$ cat config.mk
export PLATFORM = sky130hd
export DESIGN_NAME = ssf_top
export DESIGN_NICKNAME = d
export VERILOG_FILES = /design/src/design/ssf_pkg.sv /design/src/design/ssf_flag_cell.sv /design/src/design/ssf_top.sv
export SDC_FILE = /design/constraint.sdc
export NUM_CORES = 1
export LEC_CHECK = 0
export BUFFER_PORTS_ARGS = -buffer_cell sky130_fd_sc_hd__buf_2
export CORE_ASPECT_RATIO = 0.8
export CORE_MARGIN = 2
export CORE_UTILIZATION = 45
export DETAILED_ROUTE_END_ITERATION = 10
export GPL_TIMING_DRIVEN = 0
export PLACE_DENSITY = 0.77
export SYNTH_ARGS = -nofsm -noshare
export SYNTH_HDL_FRONTEND = slang
export SYNTH_SLANG_ARGS = --single-unit
$ cat constraint.sdc
create_clock -name i_clk -period 3.4 [get_ports i_clk]
set_input_delay 0.51 -clock i_clk [delete_from_list [all_inputs] [get_ports i_clk]]
set_output_delay 0.51 -clock i_clk [all_outputs]
set_load 0.01 [all_outputs]
$ cat src/design/ssf_pkg.sv
/*
 * constants, field positions and carrier types for the serial status
 * flag block. assumes nothing of its surroundings.
 */
`default_nettype none

package ssf_pkg;

    // byte offsets on the register bus
    localparam logic [2:0] SSF_STATUS_OFS = 3'h0;
    localparam logic [2:0] SSF_CTRL_OFS = 3'h4;

    // values after reset; the status value also after standby entry
    localparam logic [7:0] SSF_STATUS_RST = 8'h84;
    localparam logic [7:0] SSF_CTRL_RST = 8'h00;

    // status register layout
    localparam int SSF_NFLAGS = 5;
    localparam int SSF_FLAG_LO = 3;
    localparam int SSF_TX_COMPLETE_FLAG_POS = 2;
    localparam int SSF_MPB_POS = 1;
    localparam int SSF_TX_MULTIPROC_BIT_POS = 0;

    // index of each flag within the flag vector
    localparam int SSF_F_TX_BUFFER_EMPTY_FLAG = 4;
    localparam int SSF_F_RX_BUFFER_FULL_FLAG = 3;
    localparam int SSF_F_OVERRUN_FLAG = 2;
    localparam int SSF_F_FER = 1;
    localparam int SSF_F_PER = 0;

    // control register, msb first
    typedef struct packed {
        logic rx_irq_enable;
        logic mp_format;
        logic parity_enable;
        logic async_mode;
        logic multiproc_rx_filter_enable;
        logic tx_complete_irq_enable;
        logic rx_on;
        logic tx_on;
    } ssf_ctrl_s;

    // transmit datapath events, one-cycle pulses
    typedef struct packed {
        logic load;
        logic char_end;
    } ssf_tx_evt_s;

    // receive datapath end of character, one-cycle pulse with its data
    typedef struct packed {
        logic done;
        logic stop_bit;
        logic parity_bad;
        logic mp_bit;
    } ssf_rx_evt_s;

    typedef enum logic [0:0] {
        SSF_BUS_IDLE = 1'b0,
        SSF_BUS_ACK = 1'b1
    } ssf_bus_e;

endpackage

`default_nettype wire

$ cat src/design/ssf_flag_cell.sv
/*
 * one software-clearable status flag with its read-as-one tracker.
 * assumes strobes come from logic on the same clock.
 */
`default_nettype none

module ssf_flag_cell #(
    parameter logic RST_VAL = 1'b0
) (
    // clock and reset
    input wire logic i_clk,
    input wire logic i_rstn,
    // control
    input wire logic i_init,
    input wire logic i_set,
    input wire logic i_rd_one,
    input wire logic i_wr,
    input wire logic i_wr_bit,
    // state
    output logic o_flag,
    output logic o_armed,
    output logic o_clr
);
    logic flag_reg;
    logic armed_reg;

    assign o_flag = flag_reg;
    assign o_armed = armed_reg;
    assign o_clr = i_wr & ~i_wr_bit & armed_reg;

    always_ff @(posedge i_clk or negedge i_rstn) begin
        if (!i_rstn) begin
            flag_reg <= RST_VAL;
        end else if (i_init) begin
            flag_reg <= RST_VAL;
        end else if (i_set) begin
            flag_reg <= 1'b1;
        end else if (o_clr) begin
            flag_reg <= 1'b0;
        end
    end

    always_ff @(posedge i_clk or negedge i_rstn) begin
        if (!i_rstn) begin
            armed_reg <= 1'b0;
        end else if (i_init) begin
            armed_reg <= 1'b0;
        end else if (i_rd_one) begin
            armed_reg <= 1'b1;
        end else if (i_wr) begin
            armed_reg <= 1'b0;
        end
    end

endmodule

`default_nettype wire

$ cat src/design/ssf_top.sv
/*
 * status flags of a serial interface behind an avalon-mm slave.
 * assumes the shift-register datapath on the same clock sends event
 * pulses and that i_standby is a same-clock level.
 */
// What this block does
// - status register is eight bits, 0x84 after reset and standby.
// - writing zero clears flags seven to three; writing one does nothing.
// - tx empty flag clears by read as one, then write zero.
// - tx empty flag sets when holding data moves to shift register.
// - tx empty flag sets whenever transmitter is switched off.
// - rx full flag sets when an error-free character reaches holding.
// - rx full flag clears by read as one, then write zero.
// - overrun sets when a character ends while rx full is set.
// - error flags clear by read as one, then write zero.
// - framing error sets on zero stop bit in asynchronous mode.
// - parity error sets on parity mismatch in asynchronous parity formats.
// - tx complete sets when last bit leaves with tx empty set.
// - tx complete sets whenever transmitter is switched off.
// - tx complete is read-only, cleared by tx empty clear.
// - received multiprocessor bit stored only in async multiprocessor mode.
// - transmit multiprocessor bit double-buffered, used in multiprocessor mode.
// - filter passes mp bit one, sets stored bit, clears filter.
// - tx complete interrupt when flag and its enable are set.
`default_nettype none

module ssf_top
    import ssf_pkg::*;
#(
    parameter int ADDR_W = 3
) (
    // clock and reset
    input wire logic i_clk,
    input wire logic i_rstn,
    // avalon-mm slave
    input wire logic [ADDR_W-1:0] i_address,
    input wire logic i_read,
    input wire logic i_write,
    input wire logic [31:0] i_writedata,
    input wire logic [3:0] i_byteenable,
    output logic [31:0] o_readdata,
    output logic o_waitrequest,
    // power state
    input wire logic i_standby,
    // datapath events
    input wire ssf_tx_evt_s i_tx_evt,
    input wire ssf_rx_evt_s i_rx_evt,
    // datapath controls
    output logic o_tx_on,
    output logic o_rx_on,
    output logic o_rx_accept,
    output logic o_tx_mp_bit,
    // interrupt requests
    output logic o_tx_complete_irq,
    output logic o_rx_full_irq,
    output logic o_rx_error_irq
);
    ssf_bus_e bus_state_reg;
    logic [7:0] rdata_reg;
    ssf_ctrl_s ctrl_reg;
    logic tx_complete_flag_reg;
    logic mpb_reg;
    logic tx_multiproc_bit_hold_reg;
    logic tx_multiproc_bit_shift_reg;
    logic tei_reg;
    logic rxi_reg;
    logic eri_reg;
    logic [SSF_NFLAGS-1:0] flag_set;
    logic [SSF_NFLAGS-1:0] flag;
    logic [SSF_NFLAGS-1:0] armed;
    logic [SSF_NFLAGS-1:0] clr;
    logic [7:0] status;
    logic req;
    logic accept;
    logic sel_stat;
    logic sel_ctrl;
    logic rd_stat;
    logic wr_stat;
    logic wr_ctrl;
    logic mp_on;
    logic rx_seen;
    logic rx_filtered;
    logic rx_acc;
    logic fer_hit;
    logic per_hit;
    logic ovr_hit;
    logic rx_buffer_full_flag_hit;
    logic mp_wake;
    logic tx_complete_flag_set;

    // bus decode, one wait state per access
    assign req = i_read | i_write;
    assign accept = req & (bus_state_reg == SSF_BUS_ACK);
    assign o_waitrequest = req & (bus_state_reg == SSF_BUS_IDLE);
    assign sel_stat = (i_address == SSF_STATUS_OFS[ADDR_W-1:0]);
    assign sel_ctrl = (i_address == SSF_CTRL_OFS[ADDR_W-1:0]);
    assign rd_stat = accept & i_read & sel_stat;
    assign wr_stat = accept & i_write & sel_stat & i_byteenable[0];
    assign wr_ctrl = accept & i_write & sel_ctrl & i_byteenable[0];
    assign o_readdata = {24'h0000_00, rdata_reg};

    always_ff @(posedge i_clk or negedge i_rstn) begin
        if (!i_rstn) begin
            bus_state_reg <= SSF_BUS_IDLE;
        end else begin
            unique case (bus_state_reg)
                SSF_BUS_IDLE: begin
                    if (req) begin
                        bus_state_reg <= SSF_BUS_ACK;
                    end
                end
                SSF_BUS_ACK: begin
                    bus_state_reg <= SSF_BUS_IDLE;
                end
            endcase
        end
    end

    // read data captured one edge before acceptance; unmapped reads zero
    always_ff @(posedge i_clk or negedge i_rstn) begin
        if (!i_rstn) begin
            rdata_reg <= 8'h00;
        end else if (bus_state_reg == SSF_BUS_IDLE && i_read) begin
            if (sel_stat) begin
                rdata_reg <= status;
            end else if (sel_ctrl) begin
                rdata_reg <= ctrl_reg;
            end else begin
                rdata_reg <= 8'h00;
            end
        end
    end

    assign status = {flag, tx_complete_flag_reg, mpb_reg, tx_multiproc_bit_hold_reg};

    // control register, filter enable dropped on wake-up
    always_ff @(posedge i_clk or negedge i_rstn) begin
        if (!i_rstn) begin
            ctrl_reg <= SSF_CTRL_RST;
        end else if (wr_ctrl) begin
            ctrl_reg <= i_writedata[7:0];
        end else if (mp_wake) begin
            ctrl_reg.multiproc_rx_filter_enable <= 1'b0;
        end
    end

    assign o_tx_on = ctrl_reg.tx_on;
    assign o_rx_on = ctrl_reg.rx_on;

    // receive event decode
    assign mp_on = ctrl_reg.async_mode & ctrl_reg.mp_format;
    assign rx_seen = i_rx_evt.done & ctrl_reg.rx_on;
    assign rx_filtered = rx_seen & mp_on &
        ctrl_reg.multiproc_rx_filter_enable & ~i_rx_evt.mp_bit;
    assign mp_wake = rx_seen & mp_on &
        ctrl_reg.multiproc_rx_filter_enable & i_rx_evt.mp_bit;
    assign rx_acc = rx_seen & ~rx_filtered;
    assign fer_hit = rx_acc & ctrl_reg.async_mode & ~i_rx_evt.stop_bit;
    assign per_hit = rx_acc & ctrl_reg.async_mode &
        ctrl_reg.parity_enable & i_rx_evt.parity_bad;
    assign ovr_hit = rx_acc & flag[SSF_F_RX_BUFFER_FULL_FLAG];
    assign rx_buffer_full_flag_hit = rx_acc & ~flag[SSF_F_RX_BUFFER_FULL_FLAG] & ~fer_hit & ~per_hit;
    assign o_rx_accept = rx_buffer_full_flag_hit;

    assign flag_set[SSF_F_TX_BUFFER_EMPTY_FLAG] = i_tx_evt.load | ~ctrl_reg.tx_on;
    assign flag_set[SSF_F_RX_BUFFER_FULL_FLAG] = rx_buffer_full_flag_hit;
    assign flag_set[SSF_F_OVERRUN_FLAG] = ovr_hit;
    assign flag_set[SSF_F_FER] = fer_hit;
    assign flag_set[SSF_F_PER] = per_hit;

    genvar gi;
    generate
        for (gi = 0; gi < SSF_NFLAGS; gi++) begin : g_flag
            ssf_flag_cell #(
                .RST_VAL(SSF_STATUS_RST[SSF_FLAG_LO+gi])
            ) u_cell (
                .i_clk(i_clk),
                .i_rstn(i_rstn),
                .i_init(i_standby),
                .i_set(flag_set[gi]),
                .i_rd_one(rd_stat & rdata_reg[SSF_FLAG_LO+gi]),
                .i_wr(wr_stat),
                .i_wr_bit(i_writedata[SSF_FLAG_LO+gi]),
                .o_flag(flag[gi]),
                .o_armed(armed[gi]),
                .o_clr(clr[gi])
            );
        end
    endgenerate

    assign tx_complete_flag_set = ~ctrl_reg.tx_on |
        (i_tx_evt.char_end & flag[SSF_F_TX_BUFFER_EMPTY_FLAG]);

    always_ff @(posedge i_clk or negedge i_rstn) begin
        if (!i_rstn) begin
            tx_complete_flag_reg <= SSF_STATUS_RST[SSF_TX_COMPLETE_FLAG_POS];
        end else if (i_standby) begin
            tx_complete_flag_reg <= SSF_STATUS_RST[SSF_TX_COMPLETE_FLAG_POS];
        end else if (tx_complete_flag_set) begin
            tx_complete_flag_reg <= 1'b1;
        end else if (clr[SSF_F_TX_BUFFER_EMPTY_FLAG]) begin
            tx_complete_flag_reg <= 1'b0;
        end
    end

    always_ff @(posedge i_clk or negedge i_rstn) begin
        if (!i_rstn) begin
            mpb_reg <= SSF_STATUS_RST[SSF_MPB_POS];
        end else if (i_standby) begin
            mpb_reg <= SSF_STATUS_RST[SSF_MPB_POS];
        end else if (rx_acc & mp_on) begin
            mpb_reg <= i_rx_evt.mp_bit;
        end
    end

    always_ff @(posedge i_clk or negedge i_rstn) begin
        if (!i_rstn) begin
            tx_multiproc_bit_hold_reg <= SSF_STATUS_RST[SSF_TX_MULTIPROC_BIT_POS];
        end else if (i_standby) begin
            tx_multiproc_bit_hold_reg <= SSF_STATUS_RST[SSF_TX_MULTIPROC_BIT_POS];
        end else if (wr_stat) begin
            tx_multiproc_bit_hold_reg <= i_writedata[SSF_TX_MULTIPROC_BIT_POS];
        end
    end

    always_ff @(posedge i_clk or negedge i_rstn) begin
        if (!i_rstn) begin
            tx_multiproc_bit_shift_reg <= 1'b0;
        end else if (i_tx_evt.load) begin
            tx_multiproc_bit_shift_reg <= tx_multiproc_bit_hold_reg & mp_on;
        end
    end

    assign o_tx_mp_bit = tx_multiproc_bit_shift_reg;

    // interrupt requests
    always_ff @(posedge i_clk or negedge i_rstn) begin
        if (!i_rstn) begin
            tei_reg <= 1'b0;
            rxi_reg <= 1'b0;
            eri_reg <= 1'b0;
        end else begin
            tei_reg <= tx_complete_flag_reg & ctrl_reg.tx_complete_irq_enable;
            rxi_reg <= flag[SSF_F_RX_BUFFER_FULL_FLAG] & ctrl_reg.rx_irq_enable;
            eri_reg <= (flag[SSF_F_OVERRUN_FLAG] | flag[SSF_F_FER] |
                flag[SSF_F_PER]) & ctrl_reg.rx_irq_enable;
        end
    end

    assign o_tx_complete_irq = tei_reg;
    assign o_rx_full_irq = rxi_reg;
    assign o_rx_error_irq = eri_reg;
endmodule

`default_nettype wire

== After elaboration in Yosys (flattened, before gate mapping) ==
Cells that the tools add are included.

* Register bits: 34
* Latch bits: 0
* Memory bits (writable): 0
* ROM bits: 0
* Input bits: 50
* Output and inout bits: 40
* Word-level logic and storage cells: 145
* Memories kept: 0

* $add $sub $neg: 0
* Multiply operators: 0
* Divide/modulo/power cells: 0
* Magnitude comparators: 0
* Equal/unequal tests: 1
* Shift operators: 0
* Muxes and demuxes: 38
* Bitwise logic cells: 63
* Reductions and logical operators: 16

{| class="wikitable"
|+ Operators by type and width
! cell !! count
|-
| AND 1 bit || 45
|-
| 2-to-1 mux 1 bit || 35
|-
| nonzero test 3 bit || 11
|-
| 2-to-1 mux 8 bit || 2
|-
| inverter 1 bit || 13
|-
| nonzero test 2 bit || 3
|-
| bitwise OR 1 bit || 5
|-
| == test 3 bit, second input constant || 1
|-
| logical NOT 3 bit || 1
|-
| case mux 1 bit (2 select lines) || 1
|-
| logical AND 1 bit || 1
|}

== Longest topological paths before layout ==
Gate-level depths: netlist of run 1.

* Depth after elaboration: 13
* Gate-level depth with buffers: 5
* Depth with buffers taken out: 3

== By module ==
Synthesis of run 1 repeated with hierarchy kept, for this count alone.

* Cell total of the unflattened synthesis: 179
* Area, all modules: 1894.3 um^2

{| class="wikitable"
|+ Modules (own cells, without submodules)
! module !! instances !! cells an instance !! area an instance (um^2)
|-
| ssf_top || 1 || 131 || 1412.6
|-
| ssf_flag_cell at g_flag[0].u_cell ... || 4 || 10 || 98.8
|-
| ssf_flag_cell at g_flag[4].u_cell || 1 || 8 || 86.3
|}

== Worst setup path before layout of run 1 ==
No wires, ideal clock.

* Kind: input -> output
* From: input port i_rx_evt[0] (netlist name)
* To: output port o_rx_accept
* Arrival time: 1.190 ns
* Slack: 1.700 ns
* Stages: 3
* Path buffers: 0
* Cell sequence: nor2b_1 -> a221oi_1 -> nor3_1

* Word-level cells in the longest chain between the ends: 9
* Elaborated cells on any way between the ends: 13
* Those cells by class: bitwise: 13

{| class="wikitable"
|+ RTL lines
! element !! RTL line !! source
|-
| from (decl) || ssf_top.sv:47 || <nowiki>input wire ssf_rx_evt_s i_rx_evt,</nowiki>
|-
| inverter 1 bit (*) || ssf_top.sv:154 || <nowiki>ctrl_reg.multiproc_rx_filter_enable & ~i_rx_evt.mp_bit;</nowiki>
|-
| AND 1 bit (*) || ssf_top.sv:154 ||
|-
| inverter 1 bit (*) || ssf_top.sv:157 || <nowiki>assign rx_acc = rx_seen & ~rx_filtered;</nowiki>
|-
| AND 1 bit (*) || ssf_top.sv:157 ||
|-
| AND 1 bit || ssf_top.sv:158, ssf_top.sv:159 ||
|-
| AND 1 bit (on tied branches) || ssf_top.sv:158, ssf_top.sv:159 ||
|-
| inverter 1 bit or AND 1 bit (tied branches) || ssf_top.sv:162, ssf_top.sv:160 ||
|-
| AND 1 bit or inverter 1 bit (tied branches) || ssf_top.sv:162 || <nowiki>assign rx_buffer_full_flag_hit = rx_acc & ~flag[SSF_F_RX_BUFFER_FULL_FLAG] & ~fer_hit & ~per_hit;</nowiki>
|-
| AND 1 bit (*) || ssf_top.sv:162 ||
|-
| to (decl) || ssf_top.sv:51 || <nowiki>output logic o_rx_accept,</nowiki>
|}

Every way passes the cells marked *; elsewhere a longest branch is shown, timed or not.

== Worst setup path in the final report of run 1 ==
* From: register ctrl_reg[3] (netlist name)
* To: output port o_rx_accept

* Word-level cells in the longest chain between the ends: 9
* Elaborated cells on any way between the ends: 13
* Those cells by class: bitwise: 13

{| class="wikitable"
|+ RTL lines
! element !! RTL line !! source
|-
| from (decl) || ssf_top.sv:60 || <nowiki>ssf_ctrl_s ctrl_reg;</nowiki>
|-
| from (signal assigned) || ssf_top.sv:141 || <nowiki>ctrl_reg <= i_writedata[7:0];</nowiki>
|-
| AND 1 bit (*) || ssf_top.sv:153 || <nowiki>assign rx_filtered = rx_seen & mp_on &</nowiki>
|-
| AND 1 bit (*) || ssf_top.sv:154 ||
|-
| inverter 1 bit (*) || ssf_top.sv:157 ||
|-
| AND 1 bit (*) || ssf_top.sv:157 ||
|-
| AND 1 bit || ssf_top.sv:158, ssf_top.sv:159 ||
|-
| AND 1 bit (on tied branches) || ssf_top.sv:158, ssf_top.sv:159 ||
|-
| inverter 1 bit or AND 1 bit (tied branches) || ssf_top.sv:162, ssf_top.sv:160 ||
|-
| AND 1 bit or inverter 1 bit (tied branches) || ssf_top.sv:162 ||
|-
| AND 1 bit (*) || ssf_top.sv:162 ||
|}

Marked as above.

==> impl_metrics.py, run 1 <==
metrics = {
    "yosys": {
        "syn_area_um2": 1750,
        "synthTopCellsByArea": "dfrtp_1, buf_4, mux2_4, a22oi_1, dfstp_2",
        "synth_area_per_cell_um2": 10.5,
        "synth_seq_area_share_pct": 48.9,
        "synth_warnings": 0,
        "synth_edf_count": 0,
        "ys_async_sr_fraction_pct": 100,
        "synth_top_area_cell": "dfrtp_1",
        "synth-seq-cells": 34,
        "synthCells": 167,
        "synth.distinct_cells": 38,
        "synth_ff_type": "dfrtp_1",
        "yosysTopAreaCellShare_pct": 45.8,
    },
    "route": {
        "drc": 0,
        "via_per_inst": 5.12,
        "drtIter0Drc": 96,
        "ant_nets": 0,
        "wl_per_cell_um": 13.6,
        "routed_wl_um": 3810,
        "dr.pass1.iters": 5,
        "num_vias": 1434,
    },
    "power_and_ir_drop": {
        "p_per_area_nw_per_um2": 437,
        "p_leak_nw": 1.06,
        "switching_power_w": 0.000278,
        "p_int_w": 0.000665,
        "power_frac_clock_pct": 31.4,
        "ir_drop_mv": 0.212,
        "power_frac_seq_pct": 50.3,
        "comb_power_share_pct": 18.3,
        "finalPower_w": 0.000943,
        "netSwitchingFraction_pct": 29.5,
    },
    "placement": {
        "dp_hpwl_um": 2830,
        "post-place-cells": 272,
        "numPortBuffers": 38,
        "dpl-instance-area_um2": 2080,
        "gp_congestion": 0.845,
        "dpl_worst_slack_ns": 1.49,
    },
    "sta": {
        "worst_pin_slew_ns": 0.751,
        "skew_ns": 0.0108,
        "worst_slack_ns": 1.34,
        "period_minus_slack_ns": 2.06,
        "setup_violations": 0,
        "fmax_ghz": 0.485,
        "relSlewSlack_pct": 50.0,
        "finalCritPeriodShare_pct": 60.6,
        "report.final.slew_viol_count": 0,
        "setup_tns_ns": 0,
        "hold_viol": 0,
        "rsz0062_at_grt": "no",
    },
    "clocking": {
        "post_cts_buffers": 0,
        "hold_buffers": 0,
        "clockBufferDepth": 2,
        "cts_made_buffers": 5,
        "cts_tree": "built",
        "cts_root_buffer": "clkbuf_8",
        "htreeDepth": 2,
        "clkTransAtPathRegs_ns": 0.07,
        "cts_resized": 0,
        "clock_sinks": 34,
        "clkLatencyLatePin_ns": 0.30,
    },
    "floorplanning": {
        "core_um2": 3750,
        "dieArea_um2": 4400,
        "ios": 90,
        "die_h_um": 59.7,
        "die_w_um": 73.7,
        "start_util_pct": 46.5,
        "rows": 20,
    },
    "status": {
        "status": "finished clean",
    },
    "global_routing": {
        "grt_pass1_vias": 1232,
        "grt_pass1_wl_um": 5960,
        "grt_max_degree": 35,
        "track_usage_pct": 18.8,
        "antenna_found_initial": 0,
        "overflow": 0,
    },
    "run": {
        "drv_cap": 0,
    },
    "worst_setup_path": {
        "r2r_end": "g_flag[3].u_cell.o_flag",
        "cp.arrival_ns": 1.55,
        "worstPathMaxFanout": 5,
        "critPathLaunch": "ctrl_reg[3]",
        "r2r_start": "bus_state_reg",
        "critPathKind": "reg2out",
        "required_ns": 2.89,
        "r2r_slack_ns": 1.85,
        "reg2regPathDepth": 4,
        "worstSetupStartpointType": "register",
        "crit_path_end_kind": "output pin",
    },
    "cells_and_area": {
        "diodes": 0,
        "drive_gt1_share_pct": 37.3,
        "instances_no_fill": 280,
        "layout_common_cells": "buf_2, dfrtp_1, buf_4, conb_1, nand2_1",
        "nets": 285,
        "area_growth_pct": 23.7,
        "mostFrequentLayoutCell": "buf_2",
        "largest_reg_flops": 8,
        "fillers": 354,
        "finalInstanceArea_um2": 2160,
    },
    "worst_hold_path": {
        "hold_path.class": "in2async",
    },
}
-- cell families (layout without fill, tap and decap cells) --
family	after synthesis	in the layout	synth area share [%]
DFF	34	34	48.9
and+or+nand+nor	42	42	13.5
other	1	24	0.215
muxes	6	6	5.16
buffers and inverters	38	84	14.4
AOI/OAI and AO/OA	46	46	17.9
-- power groups by stage --
stage | Combinational (W) | Sequential [W] | Clock [W]
2_1_floorplan | 0.000107 | 0.000479 | 0
3_3_place_gp | 0.000170 | 0.000482 | 0
3_5_place_dp | 0.000172 | 0.000482 | 0
4_1_cts | 0.000173 | 0.000474 | 0.000300
5_1_grt | 0.000191 | 0.000479 | 0.000319
6_report | 0.000173 | 0.000475 | 0.000296
-- per-layer routing --
metal / part of all wire [%] / up-vias / global-route usage (%)
met5: 0 / - / 0
met4: 2.3 / 0 / 10.1
met3: 6.8 / 10 / 4.72
met2: 43 / 59 / 25.4
met1: 48 / 677 / 27.6
li1: - / 688 / -
-- Yosys cell counts (3+ instances only) --
cell type and n:
nand3_1 5, dfrtp_1 32, o21ai_1 6, and2_1 4
o21ai_0 10, mux2_4 6, nand2b_1 3, buf_4 24
a211o_1 3, buf_2 3, a22oi_1 8, nand4_1 6
a21oi_1 9, inv_1 7, nand2_1 11
-- layout make-up --
cell class | instances | area [um^2] | area share (%)
buffer | 31 | 225 | 10.4
timing repair buffer | 38 | 190 | 8.80
inverter | 7 | 26.3 | 1.22
clock inverter | 2 | 10.0 | 0.463
tap | 44 | 55.1 | 2.55
clock buffer | 6 | 72.6 | 3.36
multi-input combinational | 118 | 728 | 33.7
sequential | 34 | 853 | 39.5
-- critical path: stages (launching register included) --
cell	delay, ns
dfrtp_1	0.39
nor2b_1	0.34
a221oi_1	0.17
nor3_1	0.19
buf_2	0.16
-- how the worst max path moves through the flow --
stage                        endpoint  slack, ns
after global placement    o_rx_accept       1.50
after detailed placement  o_rx_accept       1.49
after CTS                 o_rx_accept       1.36
after global routing      o_rx_accept       1.23
after floorplan           o_rx_accept       1.70
final                     o_rx_accept       1.34
-- metrics by stage --
stage,hold WS (ns),util (%)
after CTS,0.297,57.6
after global placement,0.461,55.4
after detailed placement,0.466,55.4
after global routing,0.341,57.6
final,0.272,57.6
after floorplan,0.214,-
(Power assumes the default switching activity.)
==> inputs of run 2 (changes only) <==
- ABC_AREA: default -> 1
- CORE_UTILIZATION: 45 -> 41
- PLACE_DENSITY: 0.77 -> 0.74
- clock period: 3.4 -> 1.8 ns (I/O delays scaled with it)
==> run 2 against run 1 <==
  * Sequential share of layout area fell by 0.43 points
  * Die area rose by 8.6%
  * Clock skew fell by 0.0043 ns
  * Synthesized cell count rose by 25%
  * Clock power rose by 98%
  * Area after synthesis fell by 0.50%
  * Non-clock buffer count fell by 2
  * Worst setup slack got worse by 1.2 ns
  * Wire length fell by 5.8%
  * Sequential power rose by 94%
  * Critical endpoint unchanged
  * Largest power group unchanged
==> impl_metrics.py, run 2 <==
metrics = {
    "status": {
        "status": "finished clean",
    },
    "sta": {
        "worst_pin_slew_ns": 0.746,
        "fmax_ghz": 0.596,
        "worst_slack_ns": 0.123,
        "setup_tns_ns": 0,
        "rsz0062_at_grt": "no",
        "report.final.slew_viol_count": 0,
        "skew_ns": 0.00650,
        "hold_viol": 0,
        "finalCritPeriodShare_pct": 93.1,
        "period_minus_slack_ns": 1.68,
        "setup_violations": 0,
        "relSlewSlack_pct": 50.3,
    },
    "worst_setup_path": {
        "crit_top_cell": "nand2_1",
        "critical_path.cell_chain": "nand2_1 -> inv_1 -> nand2_1 -> nand2_1 -> nor2_1 -> nand3_1 -> inv_1 -> buf_2",
        "critPathKind": "reg2out",
        "cp_slowest_stage_delay_ns": 0.42,
        "cp.arrival_ns": 1.41,
        "critPathSlowestCell": "dfrtp_1",
        "critPathLaunch": "ctrl_reg[4]",
        "r2r_slack_ns": 0.49,
        "worstPathMaxFanout": 5,
        "crit_path_end_kind": "output pin",
        "r2r_start": "bus_state_reg",
        "required_ns": 1.53,
        "reg2regPathDepth": 4,
        "worstSetupStartpointType": "register",
    },
    "power_and_ir_drop": {
        "finalPower_w": 0.00188,
        "power_frac_clock_pct": 31.1,
        "switching_power_w": 0.000556,
        "p_per_area_nw_per_um2": 860,
        "p_leak_nw": 1.22,
        "ir_drop_mv": 0.383,
        "p_int_w": 0.00132,
        "netSwitchingFraction_pct": 29.6,
        "comb_power_share_pct": 19.9,
        "power_frac_seq_pct": 49.0,
    },
    "yosys": {
        "synth.distinct_cells": 25,
        "syn_area_um2": 1740,
        "synth_edf_count": 0,
        "synth_top_area_cell": "dfrtp_1",
        "synth_xor_xnor_area_share_pct": 0,
        "synth_top_cells_by_count": "nand2_1, dfrtp_1, inv_1",
        "synth_compound_area_share_pct": 11.0,
        "synthCells": 209,
        "synth_area_per_cell_um2": 8.32,
        "synthTopCellsByArea": "dfrtp_1, nand2_1, buf_4, inv_1, nor2_1",
        "synth_seq_area_share_pct": 49.1,
        "synthSimpleGateAreaFrac_pct": 21.0,
        "synth.most_common_cell": "nand2_1",
        "muxShareOfSynthArea_pct": 0,
        "synth_ff_type": "dfrtp_1",
        "synth_fa_ha_area_share_pct": 0,
        "synth_warnings": 0,
        "ys_async_sr_fraction_pct": 100,
        "synth_top_family_by_area": "simple AND/OR/NAND/NOR gates",
        "yosysTopAreaCellShare_pct": 46.1,
        "synth-seq-cells": 34,
    },
    "cells_and_area": {
        "mostFrequentLayoutCell": "nand2_1",
        "finish.utilization_pct": 53.0,
        "largest_reg_flops": 8,
        "drive_gt1_share_pct": 31.2,
        "diodes": 0,
        "area_growth_pct": 25.7,
        "instances_no_fill": 336,
        "layout_common_cells": "nand2_1, buf_2, dfrtp_1, inv_1, buf_4",
        "nets": 328,
    },
    "clocking": {
        "cts_resized": 0,
        "cts_root_buffer": "clkbuf_8",
        "clockBufferDepth": 2,
        "post_cts_buffers": 0,
        "htreeDepth": 2,
        "clkLatencyLatePin_ns": 0.29,
        "hold_buffers": 0,
        "clkTransAtPathRegs_ns": 0.07,
        "cts_tree": "built",
        "cts_made_buffers": 5,
        "clock_sinks": 34,
    },
    "global_routing": {
        "overflow": 0,
        "grt_max_degree": 35,
        "antenna_found_initial": 0,
        "track_usage_pct": 16.5,
        "grt_pass1_wl_um": 6010,
        "grt_pass1_vias": 1272,
    },
    "route": {
        "routed_wl_um": 3590,
        "num_vias": 1445,
        "via_per_inst": 4.30,
        "wl_per_cell_um": 10.7,
        "dr.pass1.iters": 4,
        "drtIter0Drc": 87,
        "drc": 0,
        "ant_nets": 0,
    },
    "placement": {
        "post-place-cells": 327,
        "dp_hpwl_um": 2740,
        "numPortBuffers": 38,
        "dpl_worst_slack_ns": 0.423,
        "gp_congestion": 0.851,
    },
    "run": {
        "drv_cap": 0,
    },
    "floorplanning": {
        "die_w_um": 76.8,
        "rows": 21,
        "core_um2": 4130,
        "dieArea_um2": 4780,
        "start_util_pct": 42.1,
        "ios": 90,
        "die_h_um": 62.2,
    },
    "worst_hold_path": {
        "hold_path.class": "in2async",
    },
}
[run 2: logic make-up after synthesis]
family | count (synthesis)
other | 1
DFF | 34
and+or+nand+nor | 89
buffers and inverters | 56
AOI/OAI and AO/OA | 29
[run 2: critical path, delay by kind of cell, from the launching register on]
family	cells	cell delay, ns
buffers and inverters	3	0.25
DFF	1	0.42
and+or+nand+nor	5	0.46
[run 2: path summary, 6_finish.rpt]
| path | to |
|---|---|
| max | o_rx_accept |
| min | g_flag[2].u_cell.o_armed |
| max reg2reg | rdata_reg[5] |
| min reg2reg | tx_complete_flag_reg |
| max in group asynchronous | ctrl_reg[5] |
| min in group i_clk | g_flag[4].u_cell.o_flag |
[run 2: per-layer routing]
layer	part of all wire, %	up-vias	global-route usage [%]
met3	8.6	5	5.96
met2	43	51	23.8
met1	47	639	22.5
li1	-	750	-
met5	0	-	0
met4	1.6	0	6.82
[run 2: area by class of cell]
| type | count | area [um^2] |
|---|---|---|
| fill | 413 | 1940 |
| clock inverter | 1 | 5.00 |
| multi-input combinational | 142 | 646 |
| timing repair buffer | 39 | 198 |
| tap | 57 | 71.3 |
| buffer | 28 | 220 |
| clock buffer | 7 | 86.3 |
| sequential | 34 | 853 |
| inverter | 28 | 105 |
[run 2: power groups by stage]
stage / Clock (W) / Sequential, W / Combinational, W
after floorplan: 0 / 0.000941 / 0.000218
after global placement: 0 / 0.000933 / 0.000362
after detailed placement: 0 / 0.000934 / 0.000366
after CTS: 0.000603 / 0.000920 / 0.000367
after global routing: 0.000643 / 0.000932 / 0.000420
final: 0.000585 / 0.000921 / 0.000373
[run 2: stage by stage]
| stage | instance area [um^2] | hold slack [ns] |
|---|---|---|
| after floorplan | 1820 | -0.0256 |
| after global routing | 2180 | 0.103 |
| after global placement | 2090 | 0.379 |
| after detailed placement | 2090 | 0.383 |
| after CTS | 2180 | 0.0619 |
| final | 2180 | 0.0394 |
